## config.mk

```make
export PLATFORM = sky130hd
export DESIGN_NAME = mms_mgmt_master
export DESIGN_NICKNAME = d
export VERILOG_FILES = /design/src/rtl/mms_pkg.sv /design/src/rtl/mms_buffer.sv /design/src/rtl/mms_mgmt_master.sv
export SDC_FILE = /design/constraint.sdc
export NUM_CORES = 1
export LEC_CHECK = 0
export BUFFER_PORTS_ARGS = -buffer_cell sky130_fd_sc_hd__buf_2
export CORE_ASPECT_RATIO = 0.6
export CORE_MARGIN = 3
export CORE_UTILIZATION = 55
export CTS_CLUSTER_SIZE = 14
export DETAILED_ROUTE_END_ITERATION = 10
export PLACE_DENSITY = 0.75
export SYNTH_ARGS = -nofsm -noshare
export SYNTH_HDL_FRONTEND = slang
export SYNTH_SLANG_ARGS = --single-unit
```

## constraint.sdc

```tcl
create_clock -name clk_sys_in -period 16.7 [get_ports clk_sys_in]
set_input_delay 3.34 -clock clk_sys_in [delete_from_list [all_inputs] [get_ports clk_sys_in]]
set_output_delay 3.34 -clock clk_sys_in [all_outputs]
set_load 0.03 [all_outputs]
```

## src/rtl/mms_pkg.sv

```systemverilog
// shared constants and types of the management frame master
package mms_pkg;

    // ****************************************************************
    // register map on the wishbone slave
    // ****************************************************************
    localparam int          MMS_ADR_W        = 8;
    localparam logic [7:0]  MMS_OFS_CMD      = 8'h00;
    localparam logic [7:0]  MMS_OFS_ADDR     = 8'h04;
    localparam logic [7:0]  MMS_OFS_WDATA    = 8'h08;
    localparam logic [7:0]  MMS_OFS_RDATA    = 8'h0c;

    // command register fields
    localparam int          MMS_CMD_GO_BIT    = 0;
    localparam int          MMS_CMD_WRITE_BIT = 1;
    localparam int          MMS_CMD_SCAN_BIT  = 2;
    localparam int          MMS_CMD_BUSY_BIT  = 3;
    localparam int          MMS_CMD_FULL_BIT  = 4;

    // address register fields
    localparam int          MMS_ADDR_REG_LSB = 0;
    localparam int          MMS_ADDR_PHY_LSB = 8;

    // reset values
    localparam logic [4:0]  MMS_ADDR_RST     = 5'h00;
    localparam logic [15:0] MMS_DATA_RST     = 16'h0000;

    // ****************************************************************
    // frame layout, bit 0 is the first bit on the line
    // ****************************************************************
    localparam logic [31:0] MMS_PREAMBLE     = 32'hffffffff;
    localparam logic [1:0]  MMS_START        = 2'b01;
    localparam logic [1:0]  MMS_OP_READ      = 2'b10;
    localparam logic [1:0]  MMS_OP_WRITE     = 2'b01;
    localparam logic [1:0]  MMS_TA_WRITE     = 2'b10;
    localparam logic [1:0]  MMS_TA_READ      = 2'b00;
    localparam logic [5:0]  MMS_BIT_START    = 6'd32;
    localparam logic [5:0]  MMS_BIT_OP       = 6'd34;
    localparam logic [5:0]  MMS_BIT_PHY      = 6'd36;
    localparam logic [5:0]  MMS_BIT_REG      = 6'd41;
    localparam logic [5:0]  MMS_BIT_TA       = 6'd46;
    localparam logic [5:0]  MMS_BIT_DATA     = 6'd48;
    localparam logic [5:0]  MMS_BIT_LAST     = 6'd63;

    // command buffer depth
    localparam int          MMS_BUF_DEPTH    = 2;

    // ****************************************************************
    // types
    // ****************************************************************
    typedef struct packed {
        logic        is_write;
        logic [4:0]  phy;
        logic [4:0]  regad;
        logic [15:0] data;
    } mms_cmd_s;

    typedef enum logic {MMS_IDLE, MMS_SHIFT} mms_state_e;

endpackage

```

## src/rtl/mms_buffer.sv

```systemverilog
// small valid/ready buffer holding queued management commands
`timescale 1ns/1ps

module mms_buffer #(
    parameter int WIDTH = 27,
    parameter int DEPTH = 2
) (
    input  wire logic             clk_sys_in,
    input  wire logic             rst_in,
    input  wire logic             in_valid_in,
    output logic                  in_ready_out,
    input  wire logic [WIDTH-1:0] in_data_in,
    output logic                  out_valid_out,
    input  wire logic             out_ready_in,
    output logic [WIDTH-1:0]      out_data_out
);
    localparam int AW = (DEPTH > 1) ? $clog2(DEPTH) : 1;

    logic [WIDTH-1:0] mem [DEPTH];
    logic [AW-1:0]    wr_ptr;
    logic [AW-1:0]    rd_ptr;
    logic [AW:0]      count;
    logic             push;
    logic             pop;

    // full and empty come straight from the fill count
    assign in_ready_out  = (count != (AW+1)'(DEPTH));
    assign out_valid_out = (count != '0);
    assign out_data_out  = mem[rd_ptr];
    assign push          = in_valid_in & in_ready_out;
    assign pop           = out_valid_out & out_ready_in;

    // storage needs no reset, only the pointers and the count do
    always_ff @(posedge clk_sys_in)
    begin
        if (push)
        begin
            mem[wr_ptr] <= in_data_in;
        end
    end

    // pointers wrap at depth, count tracks push and pop together
    always_ff @(posedge clk_sys_in or posedge rst_in)
    begin
        if (rst_in)
        begin
            wr_ptr <= '0;
            rd_ptr <= '0;
            count  <= '0;
        end
        else
        begin
            if (push)
            begin
                wr_ptr <= (wr_ptr == AW'(DEPTH - 1)) ? '0 : wr_ptr + AW'(1);
            end
            if (pop)
            begin
                rd_ptr <= (rd_ptr == AW'(DEPTH - 1)) ? '0 : rd_ptr + AW'(1);
            end
            if (push && !pop)
            begin
                count <= count + (AW+1)'(1);
            end
            else if (pop && !push)
            begin
                count <= count - (AW+1)'(1);
            end
        end
    end

endmodule // mms_buffer

```

## src/rtl/mms_mgmt_master.sv

```systemverilog
// management frame master: wishbone registers, link sampling, frame engine
//
// Added by the designer: the placing of the registers and the Wishbone slave port.
`timescale 1ns/1ps

// ****************************************************************
// Functional notes
// RULE1: each frame opens with 32 preamble ones, the start field and the opcode, all made by hardware.
// RULE2: the opcode field tells whether the frame reads or writes a phy register.
// RULE3: phy and register address fields come from the software address register.
// RULE4: bits go out serially up to the register address, then on a write a turnaround and the write data.
// RULE5: on a read the phy drives the data bits on the serial input and they land in the read data field.
// RULE6: the output enable is high exactly while the serial output is being driven.
// RULE7: while the scan bit is set, read frames follow one another back to back.
// RULE8: during scanning every finished read refreshes the read data field.
// RULE9: start is 01, read opcode 10, write opcode 01, write turnaround 10, the phy pulls the read turnaround low.
// RULE10: on a read the line is released from the turnaround onward.
// ****************************************************************

module mms_mgmt_master (
    input  wire logic                        clk_sys_in,
    input  wire logic                        rst_in,
    input  wire logic                        wb_cyc_in,
    input  wire logic                        wb_stb_in,
    input  wire logic                        wb_we_in,
    input  wire logic [mms_pkg::MMS_ADR_W-1:0] wb_adr_in,
    input  wire logic [3:0]                  wb_sel_in,
    input  wire logic [31:0]                 wb_dat_in,
    output logic [31:0]                      wb_dat_out,
    output logic                             wb_ack_out,
    input  wire logic                        mgmt_clk_in,
    input  wire logic                        mgmt_serial_in,
    output logic                             mgmt_serial_out,
    output logic                             mgmt_out_enable_out
);
    import mms_pkg::*;

    logic [2:0]  clk_sync;
    logic [2:0]  din_sync;
    logic        mdc_level;
    logic        din_level;
    logic        mdc_rise;
    logic        mdc_fall;
    logic        scan_cmd_bit;
    logic [4:0]  phy_addr_value;
    logic [4:0]  phy_reg_addr_value;
    logic [15:0] write_data_field;
    logic [15:0] read_data_field;
    logic [31:0] rd_mux;
    logic [31:0] wmask;
    logic        wb_req;
    logic        push_req;
    logic        wb_take;
    logic        cmd_in_ready;
    logic        cmd_out_valid;
    logic        pop;
    logic        boundary;
    logic        start_frame;
    mms_cmd_s    push_cmd;
    mms_cmd_s    head_cmd;
    mms_cmd_s    next_cmd;
    mms_cmd_s    cur_cmd;
    mms_state_e  state;
    logic [5:0]  bit_cnt;
    logic [63:0] frame_sr;
    logic [15:0] rd_shift;
    logic        oe;

    // ****************************************************************
    // link sampling
    // ****************************************************************

    // three stages; a level counts only once the last two agree
    always_ff @(posedge clk_sys_in or posedge rst_in)
    begin
        if (rst_in)
        begin
            clk_sync  <= 3'h0;
            din_sync  <= 3'h0;
            mdc_level <= 1'b0;
            din_level <= 1'b0;
        end
        else
        begin
            clk_sync <= {clk_sync[1:0], mgmt_clk_in};
            din_sync <= {din_sync[1:0], mgmt_serial_in};
            if (clk_sync[1] == clk_sync[2])
                mdc_level <= clk_sync[2];
            if (din_sync[1] == din_sync[2])
                din_level <= din_sync[2];
        end
    end

    // edges count as soon as the last two stages agree, a cycle ahead of the level,
    // so a bit launched on a fall settles before the rise; needs over 4 clocks per half period
    assign mdc_rise = (clk_sync[1] == clk_sync[2]) & clk_sync[2] & ~mdc_level;
    assign mdc_fall = (clk_sync[1] == clk_sync[2]) & ~clk_sync[2] & mdc_level;

    // ****************************************************************
    // wishbone slave
    // ****************************************************************

    // byte lanes become a bit mask for read-modify-write of fields
    assign wmask    = {{8{wb_sel_in[3]}}, {8{wb_sel_in[2]}}, {8{wb_sel_in[1]}}, {8{wb_sel_in[0]}}};
    assign wb_req   = wb_cyc_in & wb_stb_in & ~wb_ack_out;
    assign push_req = wb_req & wb_we_in & (wb_adr_in == MMS_OFS_CMD) & wb_sel_in[0] & wb_dat_in[MMS_CMD_GO_BIT];
    // a go with the buffer full holds off ack until a slot frees up
    assign wb_take  = wb_req & (~push_req | cmd_in_ready);

    // the queued command snapshots the address and data registers
    assign push_cmd = '{is_write: wb_dat_in[MMS_CMD_WRITE_BIT], phy: phy_addr_value,
                        regad: phy_reg_addr_value, data: write_data_field};

    // read multiplexer, unmapped offsets read as zero
    always_comb
    begin
        rd_mux = 32'h0;
        case (wb_adr_in)
            MMS_OFS_CMD:
            begin
                rd_mux[MMS_CMD_SCAN_BIT] = scan_cmd_bit;
                rd_mux[MMS_CMD_BUSY_BIT] = (state == MMS_SHIFT);
                rd_mux[MMS_CMD_FULL_BIT] = ~cmd_in_ready;
            end
            MMS_OFS_ADDR:
            begin
                rd_mux[MMS_ADDR_REG_LSB +: 5] = phy_reg_addr_value;
                rd_mux[MMS_ADDR_PHY_LSB +: 5] = phy_addr_value;
            end
            MMS_OFS_WDATA: rd_mux[15:0] = write_data_field;
            MMS_OFS_RDATA: rd_mux[15:0] = read_data_field;
            default:       rd_mux = 32'h0;
        endcase
    end

    // ack one cycle after the request is taken, dropped the cycle after
    always_ff @(posedge clk_sys_in or posedge rst_in)
    begin
        if (rst_in)
        begin
            wb_ack_out <= 1'b0;
            wb_dat_out <= 32'h0;
        end
        else
        begin
            wb_ack_out <= wb_take;
            wb_dat_out <= (wb_take && !wb_we_in) ? rd_mux : 32'h0;
        end
    end

    // software fields; writes to unmapped offsets are dropped
    always_ff @(posedge clk_sys_in or posedge rst_in)
    begin
        if (rst_in)
        begin
            scan_cmd_bit       <= 1'b0;
            phy_addr_value     <= MMS_ADDR_RST;
            phy_reg_addr_value <= MMS_ADDR_RST;
            write_data_field   <= MMS_DATA_RST;
        end
        else if (wb_take && wb_we_in)
        begin
            case (wb_adr_in)
                MMS_OFS_CMD:
                    if (wmask[MMS_CMD_SCAN_BIT])
                        scan_cmd_bit <= wb_dat_in[MMS_CMD_SCAN_BIT];
                MMS_OFS_ADDR:
                begin
                    if (wmask[MMS_ADDR_REG_LSB])
                        phy_reg_addr_value <= wb_dat_in[MMS_ADDR_REG_LSB +: 5]; // see RULE3
                    if (wmask[MMS_ADDR_PHY_LSB])
                        phy_addr_value <= wb_dat_in[MMS_ADDR_PHY_LSB +: 5]; // see RULE3
                end
                MMS_OFS_WDATA:
                    write_data_field <= (write_data_field & ~wmask[15:0]) | (wb_dat_in[15:0] & wmask[15:0]);
                default:
                    ;
            endcase
        end
    end

    // ****************************************************************
    // command buffer and frame engine
    // ****************************************************************

    // engine pops only at a frame boundary, so a busy line stalls the bus once both buffer slots are full
    mms_buffer #(
        .WIDTH ($bits(mms_cmd_s)),
        .DEPTH (MMS_BUF_DEPTH)
    ) u_cmd_buf (
        .clk_sys_in    (clk_sys_in),
        .rst_in        (rst_in),
        .in_valid_in   (push_req),
        .in_ready_out  (cmd_in_ready),
        .in_data_in    (push_cmd),
        .out_valid_out (cmd_out_valid),
        .out_ready_in  (pop),
        .out_data_out  (head_cmd)
    );

    // queued commands win over scan so software can slip a write in
    assign boundary    = mdc_fall & ((state == MMS_IDLE) | (bit_cnt == MMS_BIT_LAST));
    assign start_frame = boundary & (cmd_out_valid | scan_cmd_bit); // see RULE7
    assign pop         = boundary & cmd_out_valid;
    assign next_cmd    = cmd_out_valid ? head_cmd :
                         '{is_write: 1'b0, phy: phy_addr_value, regad: phy_reg_addr_value, data: MMS_DATA_RST};

    // whole frame as one word, first bit on the line at the top
    function automatic logic [63:0] build_frame(input mms_cmd_s c);
        logic [1:0] op;
        logic [1:0] ta;
        op = c.is_write ? MMS_OP_WRITE : MMS_OP_READ;   // see RULE2 see RULE9
        ta = c.is_write ? MMS_TA_WRITE : MMS_TA_READ;   // see RULE9
        build_frame = {MMS_PREAMBLE, MMS_START, op, c.phy, c.regad, ta,
                       c.is_write ? c.data : MMS_DATA_RST}; // see RULE1 see RULE3 see RULE4
    endfunction

    // one bit per falling link edge; the enable is dropped at the read turnaround
    always_ff @(posedge clk_sys_in or posedge rst_in)
    begin
        if (rst_in)
        begin
            state    <= MMS_IDLE;
            bit_cnt  <= 6'd0;
            frame_sr <= 64'h0;
            cur_cmd  <= '0;
            oe       <= 1'b0;
        end
        else if (mdc_fall)
        begin
            case (state)
                MMS_IDLE, MMS_SHIFT:
                begin
                    if (start_frame)
                    begin
                        state    <= MMS_SHIFT;
                        bit_cnt  <= 6'd0;
                        frame_sr <= build_frame(next_cmd); // see RULE4
                        cur_cmd  <= next_cmd;
                        oe       <= 1'b1; // see RULE6
                    end
                    else if (boundary)
                    begin
                        state    <= MMS_IDLE;
                        bit_cnt  <= 6'd0;
                        frame_sr <= 64'h0;
                        oe       <= 1'b0; // see RULE6
                    end
                    else
                    begin
                        bit_cnt  <= bit_cnt + 6'd1;
                        frame_sr <= {frame_sr[62:0], 1'b0};
                        oe       <= cur_cmd.is_write | ((bit_cnt + 6'd1) < MMS_BIT_TA); // see RULE10
                    end
                end
                default:
                begin
                    state <= MMS_IDLE;
                    oe    <= 1'b0;
                end
            endcase
        end
    end

    // read data bits sampled on the rising link edge, as the phy drives them
    always_ff @(posedge clk_sys_in or posedge rst_in)
    begin
        if (rst_in)
        begin
            rd_shift        <= 16'h0;
            read_data_field <= MMS_DATA_RST;
        end
        else
        begin
            if (mdc_rise && state == MMS_SHIFT && !cur_cmd.is_write && bit_cnt >= MMS_BIT_DATA)
                rd_shift <= {rd_shift[14:0], din_level}; // see RULE5
            if (mdc_fall && state == MMS_SHIFT && !cur_cmd.is_write && bit_cnt == MMS_BIT_LAST)
                read_data_field <= rd_shift; // see RULE5 see RULE8
        end
    end

    // line value while released is a quiet low
    assign mgmt_serial_out     = frame_sr[63];
    assign mgmt_out_enable_out = oe;
endmodule // mms_mgmt_master

```

# Word-level counts from Yosys, hierarchy flattened
# Memories as Yosys holds them, arrays and structs flattened.
# Cells that the tools add are included.
# word_totals
ramBits	54
reg_bits	161
word_cells	113
n_memories	1
# memory_table
name	words	word_bits	rd	rd_clocked_by_memory_dff	write_ports	line_no	rtl
u_cmd_buf.mem	2	27	1	0	1	mms_buffer.sv:19	logic [WIDTH-1:0] mem [DEPTH];
# classes
eq_ne	7
n_reduce_logical	24
n_addsub	5
bitwise_logic	30
n_lt_le_gt_ge	2
muxes	24
# ops
op	count
2-to-1 mux 64 bit	2
bitwise AND 16 bit	2
2-to-1 mux 16 bit	2
2-to-1 mux 27 bit	1
bitwise AND 1 bit	16
== test 8 x 4 -> 1 bit (second input constant)	2
NOT 16 bit	1
bitwise OR 16 bit	1
one-hot mux 5 bit (3 select lines)	1
2-to-1 mux 6 bit	2
one-hot mux 3 bit (2 select lines)	2
one-hot mux 3 bit (4 select lines)	1
logical AND 1 bit	10
AND reduction 3 bit	3
== test 8 x 3 -> 1 bit (second input constant)	1
zero test 8 bit	1
2-to-1 mux 1 bit	8
2-to-1 mux 2 bit	4
adder 6 x 1 -> 6 bit (second input constant)	1
== test 6 bit (second input constant)	1
>= comparator 6 bit (second input constant)	1
< comparator 6 bit (second input constant)	1
NOT 1 bit	6
one-hot mux 2 bit (3 select lines)	1
other kinds (9)	21

# Depth between registers and ports, before layout
# logic_depth
word_depth	11
mapped_depth	10
mapped_depth_nobuf	8

# Hierarchy
# From an unflattened synthesis, not the netlist that was laid out.
# unflattened
cells_unflattened	688
area_unflattened_um2	9068.7
# by_module_without_submodules
mod	instances	cells_per_inst	area_each_um2
mms_mgmt_master	1	585	6822.8
mms_buffer	1	103	2245.9

# Worst setup path before layout
# OpenSTA, ideal clock, no wires.
# synth_timing
kind	input to register
start	in wb_adr_in[2] (netlist name)
end	mem u_cmd_buf.mem[0][0] (enable)
required_ps	16255
path_buffers	1
stages	4
arrival_time_ps	5958
slack_ps	10297
setup_time_ps	445
cell_sequence	buf_2 > nor4bb_1 > nand4b_1 > nor3_1
# synth_via
elab_chain_cells	7
# synth_rtl
item	line_no	rtl
start: declaration	mms_mgmt_master.sv:26	input wire logic [mms_pkg::MMS_ADR_W-1:0] wb_adr_in,
zero test 8 bit	mms_mgmt_master.sv:106	assign push_req = wb_req & wb_we_in & (wb_adr_in == MMS_OFS_CMD) & wb_sel_in[0] & wb_dat_in[MMS_CMD_GO_BIT];
bitwise AND 1 bit (3 in a row)	mms_mgmt_master.sv:106	
bitwise AND 1 bit	mms_buffer.sv:30	assign push = in_valid_in & in_ready_out;
2-to-1 mux 1 bit	mms_buffer.sv:36	if (push)
2-to-1 mux 1 bit (implied by the code)	mms_buffer.sv:38	mem[wr_ptr] <= in_data_in;
end: declaration	mms_buffer.sv:19	
# No other way between the ends.

# Final worst setup path
# layout_timing
start	in wb_adr_in[2] (netlist name)
end	mem u_cmd_buf.mem[1][12] (enable)
# layout_via
elab_chain_cells	7
# layout_rtl
item	line_no	rtl
zero test 8 bit	mms_mgmt_master.sv:106	
bitwise AND 1 bit (3 in a row)	mms_mgmt_master.sv:106	
bitwise AND 1 bit	mms_buffer.sv:30	
named net u_cmd_buf.push	mms_buffer.sv:23	logic push;
2-to-1 mux 1 bit	mms_buffer.sv:36	
2-to-1 mux 1 bit (implied by the code)	mms_buffer.sv:38	
# The timed path passes the listed nets, and every way through them passes these cells.

==> results.json <==
{
  "crit_type": "primary input to register",
  "clk_latency_ns": 0.50,
  "grt_max_degree": 86,
  "dp_slack_ns": 10.67,
  "drtPass1Iterations": 6,
  "cts_buffers": 20,
  "crit_path_max_fanout": 21,
  "io_pins": 86,
  "post_drt_wl_per_cell_microns": 18.6,
  "path_clk_slew_ns": 0.06,
  "status": "complete, no violations",
  "cts_tree": "done",
  "hp-start": "din_sync[0]$_DFF_PP0_",
  "via_count": 5555,
  "start_util_pct": 57.3,
  "track_usage_pct": 20.4,
  "yosys.cell_types.count": 53,
  "instances_no_fill": 952,
  "yosysTopAreaCell": "dfrtp_1",
  "cts_hold_buffers": 0,
  "synthFlopType": "dfrtp_1",
  "startpoint_type": "primary input",
  "wl_microns": 17700,
  "hold_class": "register to register",
  "first_iter_violations": 442,
  "slew_violations": 0,
  "synthCells": 702,
  "crit_family": "simple AND/OR/NAND/NOR gates",
  "ir_drop_mv": 0.0764,
  "cp.required_ns": 16.88,
  "end_kind": "register",
  "crit_path_top_delay_cell": "and2_1",
  "placedCellCount": 915,
  "die_area_sq_um": 17900,
  "yosys.cell_count.top_type": "dfrtp_1",
  "gp_congestion": 0.763,
  "hold_ws_ns": 0.353,
  "highest_layer": "met4",
  "ys_seq_area_share_pct": 62.9,
  "worst_pin_slew_ns": 1.29,
  "first_global_vias": 5572,
  "p_leak_nw": 4.62,
  "ctsHtreeMaxLevel": 1,
  "slowest_delay_ns": 0.63,
  "synthesis.area_sq_um": 8980,
  "die-width_microns": 171,
  "root_buffer": "clkbuf_16",
  "cts_sinks": 215,
  "placed_area_sq_um": 9240,
  "clock_path_buffers": 3,
  "period_share_pct": 32.9,
  "power_density_nw_per_um2": 136,
  "met2_length_microns": 7980,
  "rsz0062_at_grt": "false",
  "max_cap_viol_count": 0,
  "async_flop_share_pct": 74.9,
  "overflow": 0,
  "synth_edf_count": 54,
  "fin_util_pct": 62.7,
  "place_hpwl_microns": 11400,
  "fin_skew_ns": 0.0132,
  "nNetsFinal": 789,
  "crit_chain": "buf_2 -> nor4bb_1 -> nand4b_1 -> nor2_1 -> and2_1 -> buf_4",
  "ant_nets": 0,
  "fp.coreArea_sq_um": 15700,
  "areaGrowthSynthToFinish_pct": 9.54,
  "hold_viol": 0,
  "core.rowCount": 35,
  "drt-vias-per-instance": 5.84,
  "antenna_found_initial": 0,
  "synth_common_cells": "161 x dfrtp_1, 70 x nand3_1, 68 x mux2_2",
  "io_buffers": 51,
  "yosys_warnings": 0,
  "post-cts-setup-buffer-count": 0,
  "slew-limit-headroom_pct": 13.3,
  "drcViolationCount": 0,
  "drive_above_1_share_pct": 22.3,
  "post_cts_resized": 0,
  "final_area_sq_um": 9840,
  "netlist_top_cells_area": "dfrtp_1 45%, edfxtp_1 18%, mux2_2 8.5%",
  "critical_path_buf_inv_count": 2,
  "setup_ws_ns": 11.20,
  "fin_crit_ns": 5.50,
  "fmax_ghz": 0.182,
  "syn_area_per_cell_sq_um": 12.8,
  "finalSetupTns_ns": 0,
  "total_power_mw": 1.33,
  "setup_viol": 0,
  "die_y_microns": 105,
  "grt_pass1_wl_microns": 29700,
  "synth-seq-cells": 215,
  "crit-reg2reg-launch": "clk_sync[2]$_DFF_PP0_",
  "cp-startpoint": "wb_adr_in[2]",
  "synth_top_area_share_pct": 44.9,
  "met3_length_microns": 925,
  "arrival_ns": 5.68,
  "m1WireLength_microns": 8470
}
layer usage:
layer  vias up  track usage (%)
met5         -                0
met3        26             3.74
met4         0             5.05
li1       2565                -
met1      2793             31.6
met2       171             30.0
cell type report:
class	count	area [sq um]
Sequential cell	215	5650
Inverter	5	23.8
Multi-Input combinational cell	431	2980
Antenna cell	1	2.50
Tap cell	203	254
Clock inverter	6	40.0
Timing Repair Buffer	61	330
Clock buffer	30	558
Fill cell	1180	5840
layout by cell type, fill, tap and decap left out, types with 3 or more instances in the layout:
| cell | count |
|---|---|
| nor2b_1 | 6 |
| xor2_1 | 3 |
| clkinv_1 | 4 |
| o22ai_1 | 10 |
| a22o_1 | 3 |
| ha_1 | 4 |
| nor3_1 | 4 |
| inv_1 | 4 |
| and3_1 | 13 |
| mux2i_1 | 34 |
| clkbuf_16 | 20 |
| a22oi_1 | 7 |
| nor4_1 | 6 |
| conb_1 | 16 |
| a21oi_1 | 24 |
| buf_2 | 51 |
| nor2_1 | 45 |
| a31oi_1 | 3 |
| a221o_1 | 16 |
| clkbuf_1 | 8 |
| mux2_2 | 68 |
| o21ai_0 | 13 |
| nand3_1 | 70 |
| edfxtp_1 | 54 |
| nand2_1 | 47 |
| dfrtp_1 | 161 |
| buf_4 | 10 |
registers in the layout (all words and copies together), names as in the netlist, 2 cells and up, named ones only:
register,flops
frame_sr,64
phy_addr_value,5
u_cmd_buf.mem,54
read_data_field,16
wb_dat_out,16
u_cmd_buf.count,2
phy_reg_addr_value,5
clk_sync,3
bit_cnt,6
rd_shift,16
din_sync,3
logic make-up after synthesis:
| logic type | share of synthesized area (%) |
|---|---|
| flops | 62.9 |
| buf+inv | 4.65 |
| other cells | 0.0418 |
| fa+ha+maj | 0.669 |
| mux | 12.8 |
| simple gates | 11.9 |
| xor+xnor | 0.488 |
| compound gates | 6.47 |
where the power goes:
part,leakage (nW),switching [mW],internal [mW]
logic,1.64,0.140,0.0930
registers,2.70,0.0571,0.621
clock network,0.288,0.191,0.232
total,4.62,0.388,0.946
path summary, 6_finish.rpt:
path                                                        end  slack (ns)  cells past startpoint
worst max-delay path             u_cmd_buf.mem[1][12]$_DFFE_PP_       11.20                      6
worst min-delay path                      din_sync[1]$_DFF_PP0_        0.35                      0
worst max register to register  read_data_field[11]$_DFFE_PP0P_       13.60                      7
worst min register to register            din_sync[1]$_DFF_PP0_        0.35                      0
max in group asynchronous               frame_sr[6]$_DFFE_PP0P_       12.19                      3
min in group asynchronous              wb_dat_out[13]$_DFF_PP0_        2.94                      2
(Power assumes the default switching activity.)
